==> config.mk <==
export PLATFORM = sky130hd
export DESIGN_NAME = acmc_top
export DESIGN_NICKNAME = d
export VERILOG_FILES = /design/src/acmc_pkg.sv /design/src/acmc_link_sampler.sv /design/src/acmc_top.sv
export VERILOG_INCLUDE_DIRS = /design/src /design/src/src
export SDC_FILE = /design/constraint.sdc
export NUM_CORES = 1
export LEC_CHECK = 0
export BUFFER_PORTS_ARGS = -buffer_cell sky130_fd_sc_hd__buf_2
export CAP_MARGIN = 20
export CORE_MARGIN = 2
export CORE_UTILIZATION = 64
export DETAILED_ROUTE_END_ITERATION = 7
export GPL_ROUTABILITY_DRIVEN = 0
export GPL_TIMING_DRIVEN = 0
export PLACE_DENSITY = 0.86
export SETUP_SLACK_MARGIN = 0.1
export SLEW_MARGIN = 15
export SYNTH_ARGS = -nofsm -noshare
export SYNTH_HDL_FRONTEND = slang
export SYNTH_SLANG_ARGS = --single-unit
==> constraint.sdc <==
create_clock -name clock -period 11.7 [get_ports clock]
set_input_delay 3.51 -clock clock [delete_from_list [all_inputs] [get_ports clock]]
set_output_delay 3.51 -clock clock [all_outputs]
set_load 0.02 [all_outputs]
==> src/acmc_consts.svh <==
// Constants for the scaling configuration and mode control block.
// Assumes inclusion by bare name from the package and the design modules.
`ifndef ACMC_CONSTS_SVH
`define ACMC_CONSTS_SVH

// Command codes of the registers
`define ACMC_CODE_LINK_CONFIG 8'hE9
`define ACMC_CODE_DEVICE_ID 8'hEA
`define ACMC_CODE_INIT_REF 8'hEB

// Factory reset values
`define ACMC_RESET_DEVICE_ID 4'h5
`define ACMC_RESET_INIT_REF 10'h1F4
`define ACMC_RESET_PAYLOAD 2'h1
`define ACMC_RESET_DOUBLE 1'h0
`define ACMC_RESET_SLEW 1'h0
`define ACMC_RESET_ENABLE 1'h0
`define ACMC_RESET_STARTUP 1'h0

// Field positions in the link config register
`define ACMC_CFG_ENABLE 5
`define ACMC_CFG_STARTUP 4
`define ACMC_CFG_DOUBLE 3
`define ACMC_CFG_PAYLOAD_HI 2
`define ACMC_CFG_PAYLOAD_LO 1
`define ACMC_CFG_SLEW 0

// Field widths
`define ACMC_ID_BITS 4
`define ACMC_REF_BITS 10

// Payload size codes and their widths in bits
`define ACMC_PAYLOAD_8 2'h0
`define ACMC_PAYLOAD_10 2'h1
`define ACMC_PAYLOAD_12 2'h2
`define ACMC_PAYLOAD_16 2'h3
`define ACMC_WIDTH_8 5'h08
`define ACMC_WIDTH_10 5'h0A
`define ACMC_WIDTH_12 5'h0C
`define ACMC_WIDTH_16 5'h10
// Address and commit bits ahead of the payload in a frame
`define ACMC_FRAME_OVERHEAD 5'h05

// Reference slew: codes moved per interval (2 mV per code)
`define ACMC_STEP_FAST 10'h064
`define ACMC_STEP_SLOW 10'h001
`define ACMC_STEP_INTERVAL_NS 30000
`define ACMC_CLOCK_PERIOD_NS 50

`endif

==> src/acmc_pkg.sv <==
// Types shared by the scaling configuration and mode control block.
// Assumes acmc_consts.svh is on the include path.
`default_nettype none
`include "acmc_consts.svh"

package acmc_pkg;

	typedef enum logic [1:0] {
		ACMC_MODE_PMBUS,
		ACMC_MODE_SCALING,
		ACMC_MODE_BOOT
	} acmc_mode_t;

	typedef struct packed {
		logic scaling_mode_enable;
		logic startup_mode_request;
		logic double_commit_check;
		logic [1:0] payload_size;
		logic scaling_rate_bit;
	} acmc_cfg_t;

	typedef struct packed {
		logic write;
		logic read;
		logic restore;
		logic page;
		logic [7:0] code;
		logic [15:0] data;
	} acmc_cmd_t;

	typedef struct packed {
		logic valid;
		logic [4:0] count;
		logic [23:0] bits;
	} acmc_frame_t;

endpackage

`default_nettype wire

==> src/acmc_link_sampler.sv <==
// Samples one scaling link on the controller clock and collects a frame.
// Assumes link pins are asynchronous; frame pin high marks a frame.
`default_nettype none
`include "acmc_consts.svh"

module acmc_link_sampler (
	input wire logic clock,
	input wire logic reset,
	input wire logic link_clock,
	input wire logic link_data,
	input wire logic link_frame,
	output acmc_pkg::acmc_frame_t frame
);

	logic [2:0] clock_sync;
	logic [1:0] data_sync;
	logic [2:0] frame_sync;
	logic [23:0] shift;
	logic [4:0] count;
	logic clock_rise;
	logic frame_rise;
	logic frame_fall;

	// Stage 0 feeds only stage 1; edges come from stages 1 and 2
	always_ff @(posedge clock) begin
		if (reset) begin
			clock_sync <= 3'h0;
			data_sync <= 2'h0;
			frame_sync <= 3'h0;
		end else begin
			clock_sync <= {clock_sync[1:0], link_clock};
			data_sync <= {data_sync[0], link_data};
			frame_sync <= {frame_sync[1:0], link_frame};
		end
	end

	assign clock_rise = clock_sync[1] & ~clock_sync[2];
	assign frame_rise = frame_sync[1] & ~frame_sync[2];
	assign frame_fall = ~frame_sync[1] & frame_sync[2];

	always_ff @(posedge clock) begin
		if (reset) begin
			shift <= 24'h000000;
			count <= 5'h00;
		end else if (frame_rise) begin
			shift <= 24'h000000;
			count <= 5'h00;
		end else if (frame_sync[1] && clock_rise) begin
			shift <= {shift[22:0], data_sync[1]};
			// Saturate so an overlong frame never wraps to a legal length
			if (count != 5'h1F) begin
				count <= count + 5'h01;
			end
		end
	end

	always_ff @(posedge clock) begin
		if (reset) begin
			frame <= '0;
		end else begin
			frame.valid <= frame_fall;
			frame.count <= count;
			frame.bits <= shift;
		end
	end

endmodule // acmc_link_sampler

`default_nettype wire

==> src/acmc_top.sv <==
// Scaling link configuration, initial reference and mode control for two channels.
// Assumes a command decoder on the controller clock and two asynchronous scaling links.
//
// Function
// - Double-commit bit set: commit acts only after two identical commits; resets zero.
// - Two-bit payload code selects 8, 10, 12 or 16 bits; resets to 10.
// - Rate bit zero steps 200 mV per 30 us, one steps 2 mV.
// - At power cycle mode comes from stored enable and startup bits.
// - Without power cycle PMBus stays; scaling moves to boot on startup bit.
// - Startup bit cleared with enable set leaves boot mode for scaling mode.
// - Four-bit link device id, reset 5, matched only on link traffic.
// - Both channels in scaling mode: id write ignored, other fault, alert.
// - Only one channel in scaling mode: id writes accepted normally.
// - Writes to read-only upper bits are discarded; those bits stay fixed.
// - Power-up defaults load from saved user settings.
// - Each channel holds a 10-bit initial reference code, 2 mV steps.
// - Initial reference writable only in PMBus or boot mode, reloads too.
// - Blocked command write, not restore, sets other fault and alert.
// - Initial reference resets to 500; range runs 250 to 750.
// - Write outside limits rejected: summary bit, invalid-data bit, alert.
// - Boot mode ignores every command on the scaling link.
// - Soft-start follows rise-time ramp; afterwards the rate bit applies.
`default_nettype none
`include "acmc_consts.svh"

module acmc_top #(
	parameter int CHANNELS = 2
) (
	input wire logic clock,
	input wire logic reset,
	input wire acmc_pkg::acmc_cmd_t cmd,
	output logic [15:0] read_data,
	output logic read_valid,
	input wire logic [3:0] saved_device_id,
	input wire acmc_pkg::acmc_cfg_t [CHANNELS-1:0] saved_cfg,
	input wire logic [CHANNELS-1:0][9:0] saved_reference,
	input wire logic [CHANNELS-1:0][9:0] reference_upper_limit,
	input wire logic [CHANNELS-1:0][9:0] reference_lower_limit,
	input wire logic [CHANNELS-1:0] soft_start_busy,
	input wire logic [CHANNELS-1:0][9:0] soft_start_reference,
	input wire logic [CHANNELS-1:0] link_clock,
	input wire logic [CHANNELS-1:0] link_data,
	input wire logic [CHANNELS-1:0] link_frame,
	input wire logic status_clear,
	output acmc_pkg::acmc_mode_t [CHANNELS-1:0] mode,
	output logic [CHANNELS-1:0][9:0] reference_code,
	output logic status_other_fault,
	output logic status_invalid_data,
	output logic status_comm_summary,
	output logic alert
);

	localparam int STEP_CYCLES =
		(`ACMC_STEP_INTERVAL_NS + `ACMC_CLOCK_PERIOD_NS - 1) / `ACMC_CLOCK_PERIOD_NS;
	localparam logic [9:0] STEP_LAST = 10'(STEP_CYCLES - 1);

	function automatic logic [4:0] payload_width(input logic [1:0] size);
		unique case (size)
			`ACMC_PAYLOAD_8: payload_width = `ACMC_WIDTH_8;
			`ACMC_PAYLOAD_10: payload_width = `ACMC_WIDTH_10;
			`ACMC_PAYLOAD_12: payload_width = `ACMC_WIDTH_12;
			`ACMC_PAYLOAD_16: payload_width = `ACMC_WIDTH_16;
		endcase
	endfunction

	function automatic acmc_pkg::acmc_mode_t boot_mode(input acmc_pkg::acmc_cfg_t c);
		if (!c.scaling_mode_enable) begin
			boot_mode = acmc_pkg::ACMC_MODE_PMBUS;
		end else if (c.startup_mode_request) begin
			boot_mode = acmc_pkg::ACMC_MODE_BOOT;
		end else begin
			boot_mode = acmc_pkg::ACMC_MODE_SCALING;
		end
	endfunction

	function automatic logic in_limits(input logic [9:0] v, input logic [9:0] lo,
			input logic [9:0] hi);
		in_limits = (v >= lo) && (v <= hi);
	endfunction

	function automatic logic [9:0] clamp(input logic [9:0] v, input logic [9:0] lo,
			input logic [9:0] hi);
		clamp = (v > hi) ? hi : ((v < lo) ? lo : v);
	endfunction

	function automatic logic [9:0] step_toward(input logic [9:0] cur, input logic [9:0] tgt,
			input logic [9:0] step);
		if (tgt > cur) begin
			step_toward = (tgt - cur > step) ? cur + step : tgt;
		end else begin
			step_toward = (cur - tgt > step) ? cur - step : tgt;
		end
	endfunction

	logic boot_load;
	logic [3:0] link_device_id;
	acmc_pkg::acmc_cfg_t [CHANNELS-1:0] link_config;
	logic [CHANNELS-1:0][9:0] initial_reference_code;
	logic both_scaling;
	logic id_blocked;
	logic [CHANNELS-1:0] ref_blocked;
	logic [CHANNELS-1:0] ref_range_bad;
	logic other_set;
	logic invalid_set;
	logic write_id;
	logic write_cfg;
	logic write_ref;

	assign write_id = cmd.write && cmd.code == `ACMC_CODE_DEVICE_ID;
	assign write_cfg = cmd.write && cmd.code == `ACMC_CODE_LINK_CONFIG;
	assign write_ref = cmd.write && cmd.code == `ACMC_CODE_INIT_REF;

	always_comb begin
		both_scaling = 1'b1;
		for (int ch = 0; ch < CHANNELS; ch++) begin
			both_scaling &= (mode[ch] == acmc_pkg::ACMC_MODE_SCALING);
		end
	end

	assign id_blocked = write_id && both_scaling;

	// Power cycle: reset gives factory values, the cycle after release loads saved ones
	always_ff @(posedge clock) begin
		if (reset) begin
			boot_load <= 1'b1;
		end else begin
			boot_load <= 1'b0;
		end
	end

	always_ff @(posedge clock) begin
		if (reset) begin
			link_device_id <= `ACMC_RESET_DEVICE_ID;
		end else if (boot_load) begin
			link_device_id <= saved_device_id;
		end else if (write_id && !id_blocked) begin
			link_device_id <= cmd.data[3:0];
		end
	end

	genvar gc;
	generate
		for (gc = 0; gc < CHANNELS; gc++) begin : g_channel
			logic page_hit;
			acmc_pkg::acmc_frame_t frame;
			logic [4:0] width;
			logic [23:0] aligned;
			logic frame_ok;
			logic [3:0] frame_id;
			logic frame_commit;
			logic [9:0] frame_code;
			logic frame_taken;
			logic [9:0] pending_code;
			logic pending_valid;
			logic commit_apply;
			logic [9:0] link_target;
			logic link_seen;
			logic [9:0] target;
			logic [9:0] step_timer;
			logic [9:0] step_size;

			assign page_hit = cmd.page == 1'(gc);
			assign ref_blocked[gc] = write_ref && page_hit &&
				mode[gc] == acmc_pkg::ACMC_MODE_SCALING;
			assign ref_range_bad[gc] = write_ref && page_hit && !ref_blocked[gc] &&
				!in_limits(cmd.data[9:0], reference_lower_limit[gc],
				reference_upper_limit[gc]);

			always_ff @(posedge clock) begin
				if (reset) begin
					link_config[gc] <= {`ACMC_RESET_ENABLE, `ACMC_RESET_STARTUP,
						`ACMC_RESET_DOUBLE, `ACMC_RESET_PAYLOAD, `ACMC_RESET_SLEW};
				end else if (boot_load) begin
					link_config[gc] <= saved_cfg[gc];
				end else if (write_cfg && page_hit) begin
					link_config[gc] <= cmd.data[`ACMC_CFG_ENABLE:`ACMC_CFG_SLEW];
				end
			end

			always_ff @(posedge clock) begin
				if (reset) begin
					initial_reference_code[gc] <= `ACMC_RESET_INIT_REF;
				end else if (boot_load) begin
					initial_reference_code[gc] <= saved_reference[gc];
				end else if (write_ref && page_hit && !ref_blocked[gc] &&
						!ref_range_bad[gc]) begin
					initial_reference_code[gc] <= cmd.data[9:0];
				end
			end

			always_ff @(posedge clock) begin
				if (reset) begin
					mode[gc] <= acmc_pkg::ACMC_MODE_PMBUS;
				end else if (boot_load) begin
					mode[gc] <= boot_mode(saved_cfg[gc]);
				end else begin
					unique case (mode[gc])
						acmc_pkg::ACMC_MODE_PMBUS: begin
							mode[gc] <= acmc_pkg::ACMC_MODE_PMBUS;
						end
						acmc_pkg::ACMC_MODE_SCALING: begin
							if (link_config[gc].startup_mode_request) begin
								mode[gc] <= acmc_pkg::ACMC_MODE_BOOT;
							end
						end
						acmc_pkg::ACMC_MODE_BOOT: begin
							if (!link_config[gc].startup_mode_request &&
									link_config[gc].scaling_mode_enable) begin
								mode[gc] <= acmc_pkg::ACMC_MODE_SCALING;
							end
						end
					endcase
				end
			end

			acmc_link_sampler u_sampler (
				.clock(clock),
				.reset(reset),
				.link_clock(link_clock[gc]),
				.link_data(link_data[gc]),
				.link_frame(link_frame[gc]),
				.frame(frame)
			);

			// Frame: id, commit bit, then the payload, most significant bit first
			assign width = payload_width(link_config[gc].payload_size);
			assign aligned = frame.bits >> width;
			assign frame_ok = frame.valid && frame.count == width + `ACMC_FRAME_OVERHEAD;
			assign frame_id = aligned[4:1];
			assign frame_commit = aligned[0];
			assign frame_code = frame.bits[9:0];
			// Id matched on link traffic only; boot and PMBus modes drop frames
			assign frame_taken = frame_ok && frame_commit && frame_id == link_device_id &&
				mode[gc] == acmc_pkg::ACMC_MODE_SCALING;
			assign commit_apply = frame_taken && (!link_config[gc].double_commit_check ||
				(pending_valid && pending_code == frame_code));

			always_ff @(posedge clock) begin
				if (reset) begin
					pending_valid <= 1'b0;
					pending_code <= 10'h000;
				end else if (mode[gc] != acmc_pkg::ACMC_MODE_SCALING || commit_apply) begin
					pending_valid <= 1'b0;
				end else if (frame_taken) begin
					pending_valid <= 1'b1;
					pending_code <= frame_code;
				end
			end

			// Until the first applied command the initial code sets the target
			always_ff @(posedge clock) begin
				if (reset) begin
					link_seen <= 1'b0;
					link_target <= 10'h000;
				end else if (mode[gc] != acmc_pkg::ACMC_MODE_SCALING) begin
					link_seen <= 1'b0;
				end else if (commit_apply) begin
					link_seen <= 1'b1;
					link_target <= clamp(frame_code, reference_lower_limit[gc],
						reference_upper_limit[gc]);
				end
			end

			assign target = link_seen ? link_target : initial_reference_code[gc];
			assign step_size = link_config[gc].scaling_rate_bit ?
				`ACMC_STEP_SLOW : `ACMC_STEP_FAST;

			always_ff @(posedge clock) begin
				if (reset || soft_start_busy[gc] || step_timer == STEP_LAST) begin
					step_timer <= 10'h000;
				end else begin
					step_timer <= step_timer + 10'h001;
				end
			end

			always_ff @(posedge clock) begin
				if (reset) begin
					reference_code[gc] <= `ACMC_RESET_INIT_REF;
				end else if (soft_start_busy[gc]) begin
					reference_code[gc] <= soft_start_reference[gc];
				end else if (step_timer == STEP_LAST) begin
					reference_code[gc] <= step_toward(reference_code[gc], target,
						step_size);
				end
			end
		end
	endgenerate

	assign other_set = id_blocked || (!cmd.restore && |ref_blocked);
	assign invalid_set = |ref_range_bad;

	// A fault in the clearing cycle survives: set wins
	always_ff @(posedge clock) begin
		if (reset) begin
			status_other_fault <= 1'b0;
			status_invalid_data <= 1'b0;
			status_comm_summary <= 1'b0;
		end else begin
			status_other_fault <= other_set || (status_other_fault && !status_clear);
			status_invalid_data <= invalid_set || (status_invalid_data && !status_clear);
			status_comm_summary <= other_set || invalid_set ||
				(status_comm_summary && !status_clear);
		end
	end

	assign alert = status_other_fault || status_invalid_data || status_comm_summary;

	// Upper bits read as zero; unmapped codes read as zero
	always_ff @(posedge clock) begin
		if (reset) begin
			read_data <= 16'h0000;
			read_valid <= 1'b0;
		end else begin
			read_valid <= cmd.read;
			if (cmd.read) begin
				unique case (cmd.code)
					`ACMC_CODE_DEVICE_ID: read_data <= {12'h000, link_device_id};
					`ACMC_CODE_INIT_REF: read_data <= {6'h00,
						initial_reference_code[cmd.page]};
					`ACMC_CODE_LINK_CONFIG: read_data <= {10'h000, link_config[cmd.page]};
					default: read_data <= 16'h0000;
				endcase
			end
		end
	end

endmodule // acmc_top

`default_nettype wire

# After elaboration in Yosys (flattened, before gate mapping)
# Cells that the tools add are included.
op_classes:
  n_lt_le_gt_ge: 15
  addsub: 14
  n_shift: 2
  bitwise: 18
  n_reduce_logical: 94
  n_mux: 48
  eq_ne: 29
op_table:
  columns: ["op", "count"]
  rows:
  - ["$mux W10", 22]
  - ["$shr A24 B5 Y5", 2]
  - ["$gt A10 B10 Y1", 4]
  - ["$gt A10 B7 Y1", 4]
  - ["$pmux W5 S4", 2]
  - ["$sub A10 B10 Y10", 4]
  - ["$logic_and A1 B1 Y1", 39]
  - ["$mux W6", 6]
  - ["$pmux W10 S3", 1]
  - ["$eq A8 B8 Y1 const B", 3]
  - ["$add A10 B1 Y10 const B", 2]
  - ["$add A10 B7 Y10", 2]
  - ["$eq A10 B10 Y1", 2]
  - ["$eq A10 B10 Y1 const B", 2]
  - ["$ge A10 B10 Y1", 2]
  - ["$le A10 B10 Y1", 2]
  - ["$lt A10 B10 Y1", 2]
  - ["$mux W2", 10]
  - ["$sub A10 B7 Y10", 2]
  - ["$reduce_and A2 Y1", 8]
  - ["$reduce_or A2 Y1", 8]
  - ["$logic_or A1 B1 Y1", 15]
  - ["$mux W7", 2]
  - ["$reduce_bool A2 Y1", 7]
  - ["17 further kinds", 67]
totals:
  register_bits: 279
  inputBits: 135
  out_inout_bits: 45

# Depth between registers and ports, before layout
# Gate-level depths: netlist of run 1.
depth:
  ltp_word: 12
  ltp_mapped: 21
  depth_no_buf: 19

# Cells and area by module
# From an unflattened synthesis of run 1, not the netlist that was laid out.
unflattened:
  hier_cells: 1980
  area_unflattened_um2: 16769.8
modules_own_cells:
  columns: ["module", "cells_per_inst", "area_each_um2", "n_inst"]
  rows:
  - ["acmc_top", 1554, 12558.3, 1]
  - ["acmc_link_sampler", 213, 2105.8, 2]

# Worst setup path before layout of run 1
# No wires, ideal clock.
synth_path:
  path_type: "in2reg"
  from: "input reference_upper_limit[13] in the netlist's numbering"
  to: "register initial_reference_code[10] in the netlist's numbering"
  required_time_ps: 11614
  stages: 12
  setup_slack_ps: 5711
  setup_ps: 86
  path_buffers: 1
  arrival_ps: 5904
  cell_sequence: "inv_1 -> ha_1 -> a21o_1 -> a21o_1 -> a21oi_1 -> nor2_1 -> a2111oi_0 -> a31oi_1 -> or4_1 -> clkbuf_1 -> mux2i_1 -> a211oi_1"
synth_between:
  elab_chain_len: 7
synth_rtl:
  columns: ["element", "line", "text"]
  rows:
  - ["from (decl)", "acmc_top.sv:37", "input wire logic [CHANNELS-1:0][9:0] reference_upper_limit,"]
  - ["$le A10 B10 Y1", "acmc_top.sv:78", "in_limits = (v >= lo) && (v <= hi);"]
  - ["$logic_and A1 B1 Y1", "acmc_top.sv:78", null]
  - ["$logic_not A1 Y1", "acmc_top.sv:166", "!in_limits(cmd.data[9:0], reference_lower_limit[gc],"]
  - ["$logic_and A1 B1 Y1", "acmc_top.sv:165", "assign ref_range_bad[gc] = write_ref && page_hit && !ref_blocked[gc] &&"]
  - ["$logic_not A1 Y1", "acmc_top.sv:186", "!ref_range_bad[gc]) begin"]
  - ["$logic_and A1 B1 Y1", "acmc_top.sv:185", "end else if (write_ref && page_hit && !ref_blocked[gc] &&"]
  - ["$reduce_bool A2 Y1 (no source line)", null, null]
  - ["to (signal, indexed assignment)", "acmc_top.sv:182", "initial_reference_code[gc] <= `ACMC_RESET_INIT_REF;"]
  - ["to (signal, indexed assignment)", "acmc_top.sv:184", "initial_reference_code[gc] <= saved_reference[gc];"]
  - ["to (signal, indexed assignment)", "acmc_top.sv:187", "initial_reference_code[gc] <= cmd.data[9:0];"]
  - ["to (decl)", "acmc_top.sv:98", "logic [CHANNELS-1:0][9:0] initial_reference_code;"]
# No other way between the ends.
# A chain may end at the register's enable or synchronous reset.

# Worst setup path after layout of run 1
layout_path:
  from: "input cmd[3] in the netlist's numbering"
  to: "register initial_reference_code[17] in the netlist's numbering"
layout_between:
  elab_chain_len: 7
  word_cells_on_any_way: 8
layout_rtl:
  columns: ["element", "line", "text"]
  rows:
  - ["from (decl)", "acmc_top.sv:31", "input wire acmc_pkg::acmc_cmd_t cmd,"]
  - ["$ge A10 B10 Y1 / $le A10 B10 Y1 (equally long branches)", "acmc_top.sv:78", null]
  - ["$logic_and A1 B1 Y1 *", "acmc_top.sv:78", null]
  - ["$logic_not A1 Y1 *", "acmc_top.sv:166", null]
  - ["$logic_and A1 B1 Y1 *", "acmc_top.sv:165", null]
  - ["$logic_not A1 Y1 *", "acmc_top.sv:186", null]
  - ["$logic_and A1 B1 Y1 *", "acmc_top.sv:185", null]
  - ["$reduce_bool A2 Y1 (no source line) *", null, null]
# Mark *: on every way between the ends. The rest lies on a longest branch, timed or not.

==> out/qor.yml, run 1 <==
timing:
  rsz0062_at_grt: "no"
  setup_viol: 0
  final_hold_viol_count: 0
  finalSetupTns_ns: 0
  layout_setup_ws_ns: 5.54
  min_period_ns: 6.16
  slew_headroom_pct: 35.2
  skew_ns: 0.0136
  finalCritPeriodShare_pct: 52.6
  worst_pin_slew_ns: 0.972
  max_freq_mhz: 162
  slew_violations: 0
die:
  initial_core_util_pct: 65.1
  rows: 58
  core_sq_mm: 0.0251
  die_area_sq_mm: 0.0268
  dieWidth_um: 164
  ios: 180
  dieHeight_um: 164
global_routing:
  grt_pass1_wl_um: 75600
  grt_util_met2_pct: 59.1
  busiest_layer: "met2"
  antenna_found_initial: 7
  grt_pass1_vias: 14878
  grt_overflow: 0
  grt_max_degree: 17
  met1_usage_pct: 42.2
  track_usage_pct: 35.7
  met3_usage_pct: 6.82
clock_tree:
  cts_max_level: 1
  post_cts_buffers: 0
  clk_latency_ns: 0.56
  cts_resized: 0
  cts-hold-fix-buffers: 0
  clockBufferDepth: 3
  cts_tree: "yes"
  cts_inserted_buffers: 27
  clock-root-buffer: "clkbuf_16"
  clkSinkCount: 261
  clk_pin_slew_ns: 0.06
yosys:
  ys_ff_latch: 261
  synth_enable_flop_cells: 0
  synth-main-ff-cell: "dfxtp_1"
  synthDistinctLibCells: 78
  synth_compound_area_share_pct: 18.0
  yosys.area_share.adder_pct: 12.6
  synth_top_family_by_area: "simple AND/OR/NAND/NOR gates"
  async_flop_share_pct: 0
  synth_area_sq_mm: 0.0164
  yosysWarnings: 0
  yosys.area_share.simple_pct: 18.2
  synthCells: 1926
  synth-seq-area-share_pct: 32.0
  synthXorXnorAreaFrac_pct: 5.25
  synthMuxAreaShare_pct: 8.61
  syn_area_per_cell_sq_um: 8.49
hold_path:
  hp-start: "g_channel[0].step_timer[0]"
  hold_depth: 1
  worstHoldPathType: "flip-flop to flip-flop"
  min_to: "g_channel[0].step_timer[0]"
setup_path:
  reg2reg_to: "reference_code[9]"
  startpoint_type: "input port"
  path_class: "input port to flip-flop"
  cp.required_ns: 12.19
  critPathCaptureType: "flip-flop"
  reg2reg_from: "g_channel[0].link_seen"
  reg2reg_slack_ns: 6.53
  crit_fanout: 10
  r2r_cells: 19
  startpoint: "cmd[3]"
  cp.arrival_ns: 6.65
power:
  swShare_pct: 28.7
  powerDensity_mw_per_mm2: 127
  switching_power_w: 0.000679
  p_int_w: 0.00169
  p_comb_share_pct: 19.0
  power.static_leakage_nw: 8.14
  max-vdd-ir-drop_mv: 0.162
  clock_power_share_pct: 41.9
  pwr-share-seq_pct: 39.1
place:
  dpl-instance-area_sq_mm: 0.0176
  numPortBuffers: 166
  dp_hpwl_um: 36000
  dp_slack_ns: 5.12
run_status:
  status: "complete, no violations"
detailed_routing:
  drt_first_pass_iters: 6
  wl_per_cell_um: 19.5
  ant_nets: 0
  routed_wl_um: 48500
  routed_via_density: 6.20
  drc_errors: 0
  vias: 15382
  drt_iter0_markers: 1493
final_layout:
  nets: 2424
  area_delta_synth_final_pct: 14.2
  final_util_pct: 74.4
  design_area_sq_mm: 0.0187
  drive_above_1_share_pct: 13.3
run:
  maxCapViolations: 0
==> synth_stat cells, types with 30 or more instances <==
| cell | n | area [sq um] |
|---|---|---|
| o21ai_0 | 70 | 350 |
| xnor2_1 | 66 | 578 |
| nor2_1 | 148 | 556 |
| xor2_1 | 32 | 280 |
| ha_1 | 158 | 1980 |
| dfxtp_1 | 261 | 5230 |
| nand3_1 | 30 | 150 |
| a21oi_1 | 148 | 741 |
| nand2_1 | 183 | 687 |
| nor2b_1 | 83 | 519 |
| mux2i_1 | 96 | 961 |
| nor3_1 | 65 | 325 |
| inv_1 | 116 | 435 |
| clkbuf_1 | 82 | 308 |
| a21o_1 | 41 | 308 |
==> flip-flops by register name, summed over array words and instances (netlist names), 12 cells and up <==
name / count
g_channel.u_sampler.shift: 42
g_channel.u_sampler.frame: 54
link_config: 12
initial_reference_code: 20
g_channel.step_timer: 20
reference_code: 20
g_channel.pending_code: 20
g_channel.link_target: 20
==> power by group through the flow <==
stage / logic, W / registers (W) / clock network, W
finish: 0.000449 / 0.000925 / 0.000993
global route: 0.000491 / 0.000926 / 0.00103
CTS: 0.000436 / 0.000924 / 0.000997
detailed placement: 0.000430 / 0.000944 / 0
global placement: 0.000412 / 0.000943 / 0
floorplan: 0.000300 / 0.000943 / 0
==> worst max path at each step <==
stage	endpoint	slack, ns
final	initial_reference_code[17]	5.54
after detailed placement	initial_reference_code[19]	5.12
after global routing	initial_reference_code[13]	5.47
after global placement	initial_reference_code[19]	5.20
after CTS	initial_reference_code[17]	5.64
after floorplan	initial_reference_code[10]	5.71
==> stage by stage <==
| stage | total power [W] | hold WS (ns) | cells |
|---|---|---|---|
| after floorplan | 0.00124 | 0.413 | 1931 |
| after global placement | 0.00136 | 0.416 | 2427 |
| after detailed placement | 0.00137 | 0.420 | 2427 |
| after CTS | 0.00236 | 0.442 | 2477 |
| after global routing | 0.00245 | 0.467 | 2480 |
| final | 0.00237 | 0.442 | 2482 |
==> kinds of logic (layout without fill, tap and decap cells) <==
family	after synthesis	in the layout
and+or+nand+nor	618	618
AOI/OAI and AO/OA	439	439
DFF	261	261
buffers and inverters	223	440
adders and majority gates	162	162
muxes	124	124
xor gates and xnor gates	98	98
other	1	10
==> critical path: stages <==
cell       delay [ns]
buf_2            0.31
ha_1             0.31
a21o_1           0.17
a21o_1           0.17
a21oi_1          0.19
nor2_1           0.06
a2111oi_0        0.40
a31oi_1          0.11
or4_1            0.51
clkbuf_1         0.38
mux2i_1          0.35
o31a_1           0.18
==> layout by cell type, fill, tap and decap left out, types with 70 or more instances in the layout <==
| cell | n |
|---|---|
| dfxtp_1 | 261 |
| nand2_1 | 183 |
| buf_2 | 172 |
| ha_1 | 158 |
| a21oi_1 | 148 |
| nor2_1 | 148 |
| inv_1 | 116 |
| mux2i_1 | 96 |
| clkbuf_1 | 84 |
| nor2b_1 | 83 |
| o21ai_0 | 70 |
==> per-layer routing <==
| layer | wire [um] | up-vias |
|---|---|---|
| met5 | 27 | - |
| li1 | - | 7182 |
| met2 | 22000 | 806 |
| met3 | 4590 | 238 |
| met1 | 18200 | 7152 |
| met4 | 3700 | 4 |
==> cell type report <==
| type | count | area [sq um] |
|---|---|---|
| Antenna cell | 4 | 10.0 |
| Buffer | 106 | 454 |
| Clock buffer | 32 | 724 |
| Clock inverter | 18 | 309 |
| Fill cell | 1813 | 6440 |
| Inverter | 117 | 439 |
| Multi-Input combinational cell | 1447 | 10300 |
| Sequential cell | 261 | 5230 |
| Tap cell | 330 | 413 |
| Timing Repair Buffer | 167 | 836 |
No activity file was read; power rests on OpenSTA's default activity.
==> inputs of run 2 (changes only) <==
--- a/config.mk
+++ b/config.mk
@@ -9,11 +9,11 @@
 export BUFFER_PORTS_ARGS = -buffer_cell sky130_fd_sc_hd__buf_2
 export CAP_MARGIN = 20
 export CORE_MARGIN = 2
-export CORE_UTILIZATION = 64
+export CORE_UTILIZATION = 60
 export DETAILED_ROUTE_END_ITERATION = 7
 export GPL_ROUTABILITY_DRIVEN = 0
 export GPL_TIMING_DRIVEN = 0
-export PLACE_DENSITY = 0.86
+export PLACE_DENSITY = 0.81
 export SETUP_SLACK_MARGIN = 0.1
 export SLEW_MARGIN = 15
 export SYNTH_ARGS = -nofsm -noshare
==> constraint.sdc (replaced) <==
create_clock -name clock -period 6.1 [get_ports clock]
set_input_delay 1.83 -clock clock [delete_from_list [all_inputs] [get_ports clock]]
set_output_delay 1.83 -clock clock [all_outputs]
set_load 0.02 [all_outputs]
==> out/qor.yml, run 2 (same netlist as run 1, synthesis figures left out) <==
timing:
  slew_headroom_pct: 29.1  # -6.1 points
  skew_ns: 0.0340  # +0.0204 ns
  min_period_ns: 5.09
  finalSetupTns_ns: 0  # unchanged
  worst_pin_slew_ns: 1.05  # +0.0763 ns
  setup_viol: 0  # unchanged
  slew_violations: 0  # unchanged
  rsz0062_at_grt: "no"
  max_freq_mhz: 196
  final_hold_viol_count: 0  # unchanged
  finalCritPeriodShare_pct: 83.5
run_status:
  status: "complete, no violations"
detailed_routing:
  drt_first_pass_iters: 5  # -1
  routed_wl_um: 46700  # -3.7%
  drt_iter0_markers: 1296  # -13%
  routed_via_density: 5.99  # -3.3%
  wl_per_cell_um: 18.7  # -4.3%
  drc_errors: 0  # unchanged
  vias: 14959  # -2.7%
  ant_nets: 0  # unchanged
power:
  power.static_leakage_nw: 8.10  # -0.48%
  pwr-share-seq_pct: 40.7  # +1.6 points
  powerDensity_mw_per_mm2: 234  # +85%
  swShare_pct: 29.2  # +0.50 points
  max-vdd-ir-drop_mv: 0.245  # +51%
  clock_power_share_pct: 39.8  # -2.1 points
  p_comb_share_pct: 19.5  # +0.5 points
  switching_power_w: 0.00127  # +88%
  p_int_w: 0.00309  # +83%
setup_path:
  crit_fanout: 10  # unchanged
  critPathCaptureType: "flip-flop"
  cpPeakStageDelay_ns: 0.51  # about the same
  cp.arrival_ns: 5.53  # -1.12 ns
  crit_chain: "buf_1, mux2i_1, inv_1, fa_1, a21o_1, a31oi_1, nand2b_1, a21oi_1, xnor2_1, ha_1, nand4_1, nor2_1, a21oi_1, o32ai_1, nand4_1, clkbuf_1, o211ai_1, o2111ai_1, o311ai_0"
  cp.required_ns: 6.54  # -5.65 ns
  path_class: "flip-flop to flip-flop"
  startpoint_type: "flip-flop"
  slowest_stage: "buf_1"
clock_tree:
  post_cts_buffers: 0  # unchanged
  cts_tree: "yes"
  cts-hold-fix-buffers: 0  # unchanged
  clk_pin_slew_ns: 0.06  # about the same
  clkSinkCount: 261  # unchanged
  cts_resized: 0  # unchanged
  cts_max_level: 1  # unchanged
  clock-root-buffer: "clkbuf_16"
  clockBufferDepth: 3  # unchanged
  clk_latency_ns: 0.57  # about the same
  cts_inserted_buffers: 28  # +3.7%
place:
  place_inst: 2438  # +0.45%
  numPortBuffers: 166  # unchanged
  dp_hpwl_um: 36200  # +0.32%
final_layout:
  nFillCells: 2209  # +22%
  nets: 2426  # +0.083%
  final_cells: 2497  # +0.60%
  top_register: "g_channel.u_sampler.frame"
  final_util_pct: 69.2  # -5.1 points
  largest_reg_flops: 54  # unchanged
  layout_commonest_cell: "dfxtp_1"
  area_delta_synth_final_pct: 13.8
  top_regs: "g_channel.u_sampler.frame (54), g_channel.u_sampler.shift (42)"
  drive_above_1_share_pct: 13.2  # -0.099 points
  mostFrequentLayoutCells: "dfxtp_1 (261), nand2_1 (183), buf_2 (174), ha_1 (158)"
global_routing:
  antenna_found_initial: 10  # +3
  grt_overflow: 0  # unchanged
  track_usage_pct: 32.0  # -3.8 points
  grt_pass1_vias: 14289  # -4.0%
  grt_max_degree: 17  # unchanged
  grt_pass1_wl_um: 73000  # -3.5%
die:
  ios: 180  # unchanged
  rows: 60  # +3.4%
  core_sq_mm: 0.0269  # +7.0%
  dieWidth_um: 169  # +3.2%
  initial_core_util_pct: 60.8  # -4.3 points
  dieHeight_um: 169  # +3.2%
  die_area_sq_mm: 0.0286  # +6.5%
run:
  maxCapViolations: 0  # unchanged
hold_path:
  worstHoldPathType: "flip-flop to flip-flop"
==> run 2: final timing paths <==
kind | slack [ns] | depth (start not counted) | from | endpoint
max reg2reg | 1.01 | 19 | g_channel[1].link_seen | reference_code[16]
max | 1.01 | 19 | g_channel[1].link_seen | reference_code[16]
min | 0.44 | 1 | g_channel[1].u_sampler.frame_sync[0] | g_channel[1].u_sampler.frame_sync[1]
min reg2reg | 0.44 | 1 | g_channel[1].u_sampler.frame_sync[0] | g_channel[1].u_sampler.frame_sync[1]
==> run 2: area by class of cell <==
cell class	count	area [sq um]	share of cell area (%)
Antenna cell	7	17.5	0.0941
Buffer	106	454	2.44
Clock buffer	35	757	4.07
Clock inverter	15	194	1.04
Inverter	117	439	2.36
Multi-Input combinational cell	1447	10300	55.1
Sequential cell	261	5230	28.1
Tap cell	341	427	2.29
Timing Repair Buffer	168	841	4.52
==> run 2: critical path: cells and delay by family (launching register included) <==
kind	cells	cell delay [ns]
flops	1	0.34
compound gates	8	1.55
simple gates	4	0.66
xor+xnor	1	0.10
mux	1	0.49
fa+ha+maj	2	0.77
buf+inv	3	1.07
==> run 2: power groups by stage <==
stage / Combinational (W) / Sequential (W) / Clock, W
3_3_place_gp: 0.000796 / 0.00181 / 0
5_1_grt: 0.000934 / 0.00178 / 0.00182
2_1_floorplan: 0.000576 / 0.00181 / 0
4_1_cts: 0.000833 / 0.00177 / 0.00175
3_5_place_dp: 0.000825 / 0.00181 / 0
6_report: 0.000852 / 0.00177 / 0.00174
==> run 2: routing by layer <==
layer  global-route usage [%]  part of all wire (%)
met4                     16.7                   5.7
met3                     5.40                   8.6
met5                        0                 0.064
met1                     39.3                    40
met2                     54.0                    46
==> run 2: per-stage QoR <==
stage               instance area [sq um]  power (W)  hold slack, ns  worst slack (ns)
global route                        18600    0.00453           0.455             0.584
CTS                                 18600    0.00436           0.442              1.08
detailed placement                  17600    0.00264           0.427              1.13
floorplan                           16400    0.00238           0.413              1.79
finish                              18600    0.00436           0.437              1.01
global placement                    17600    0.00260           0.420              1.22
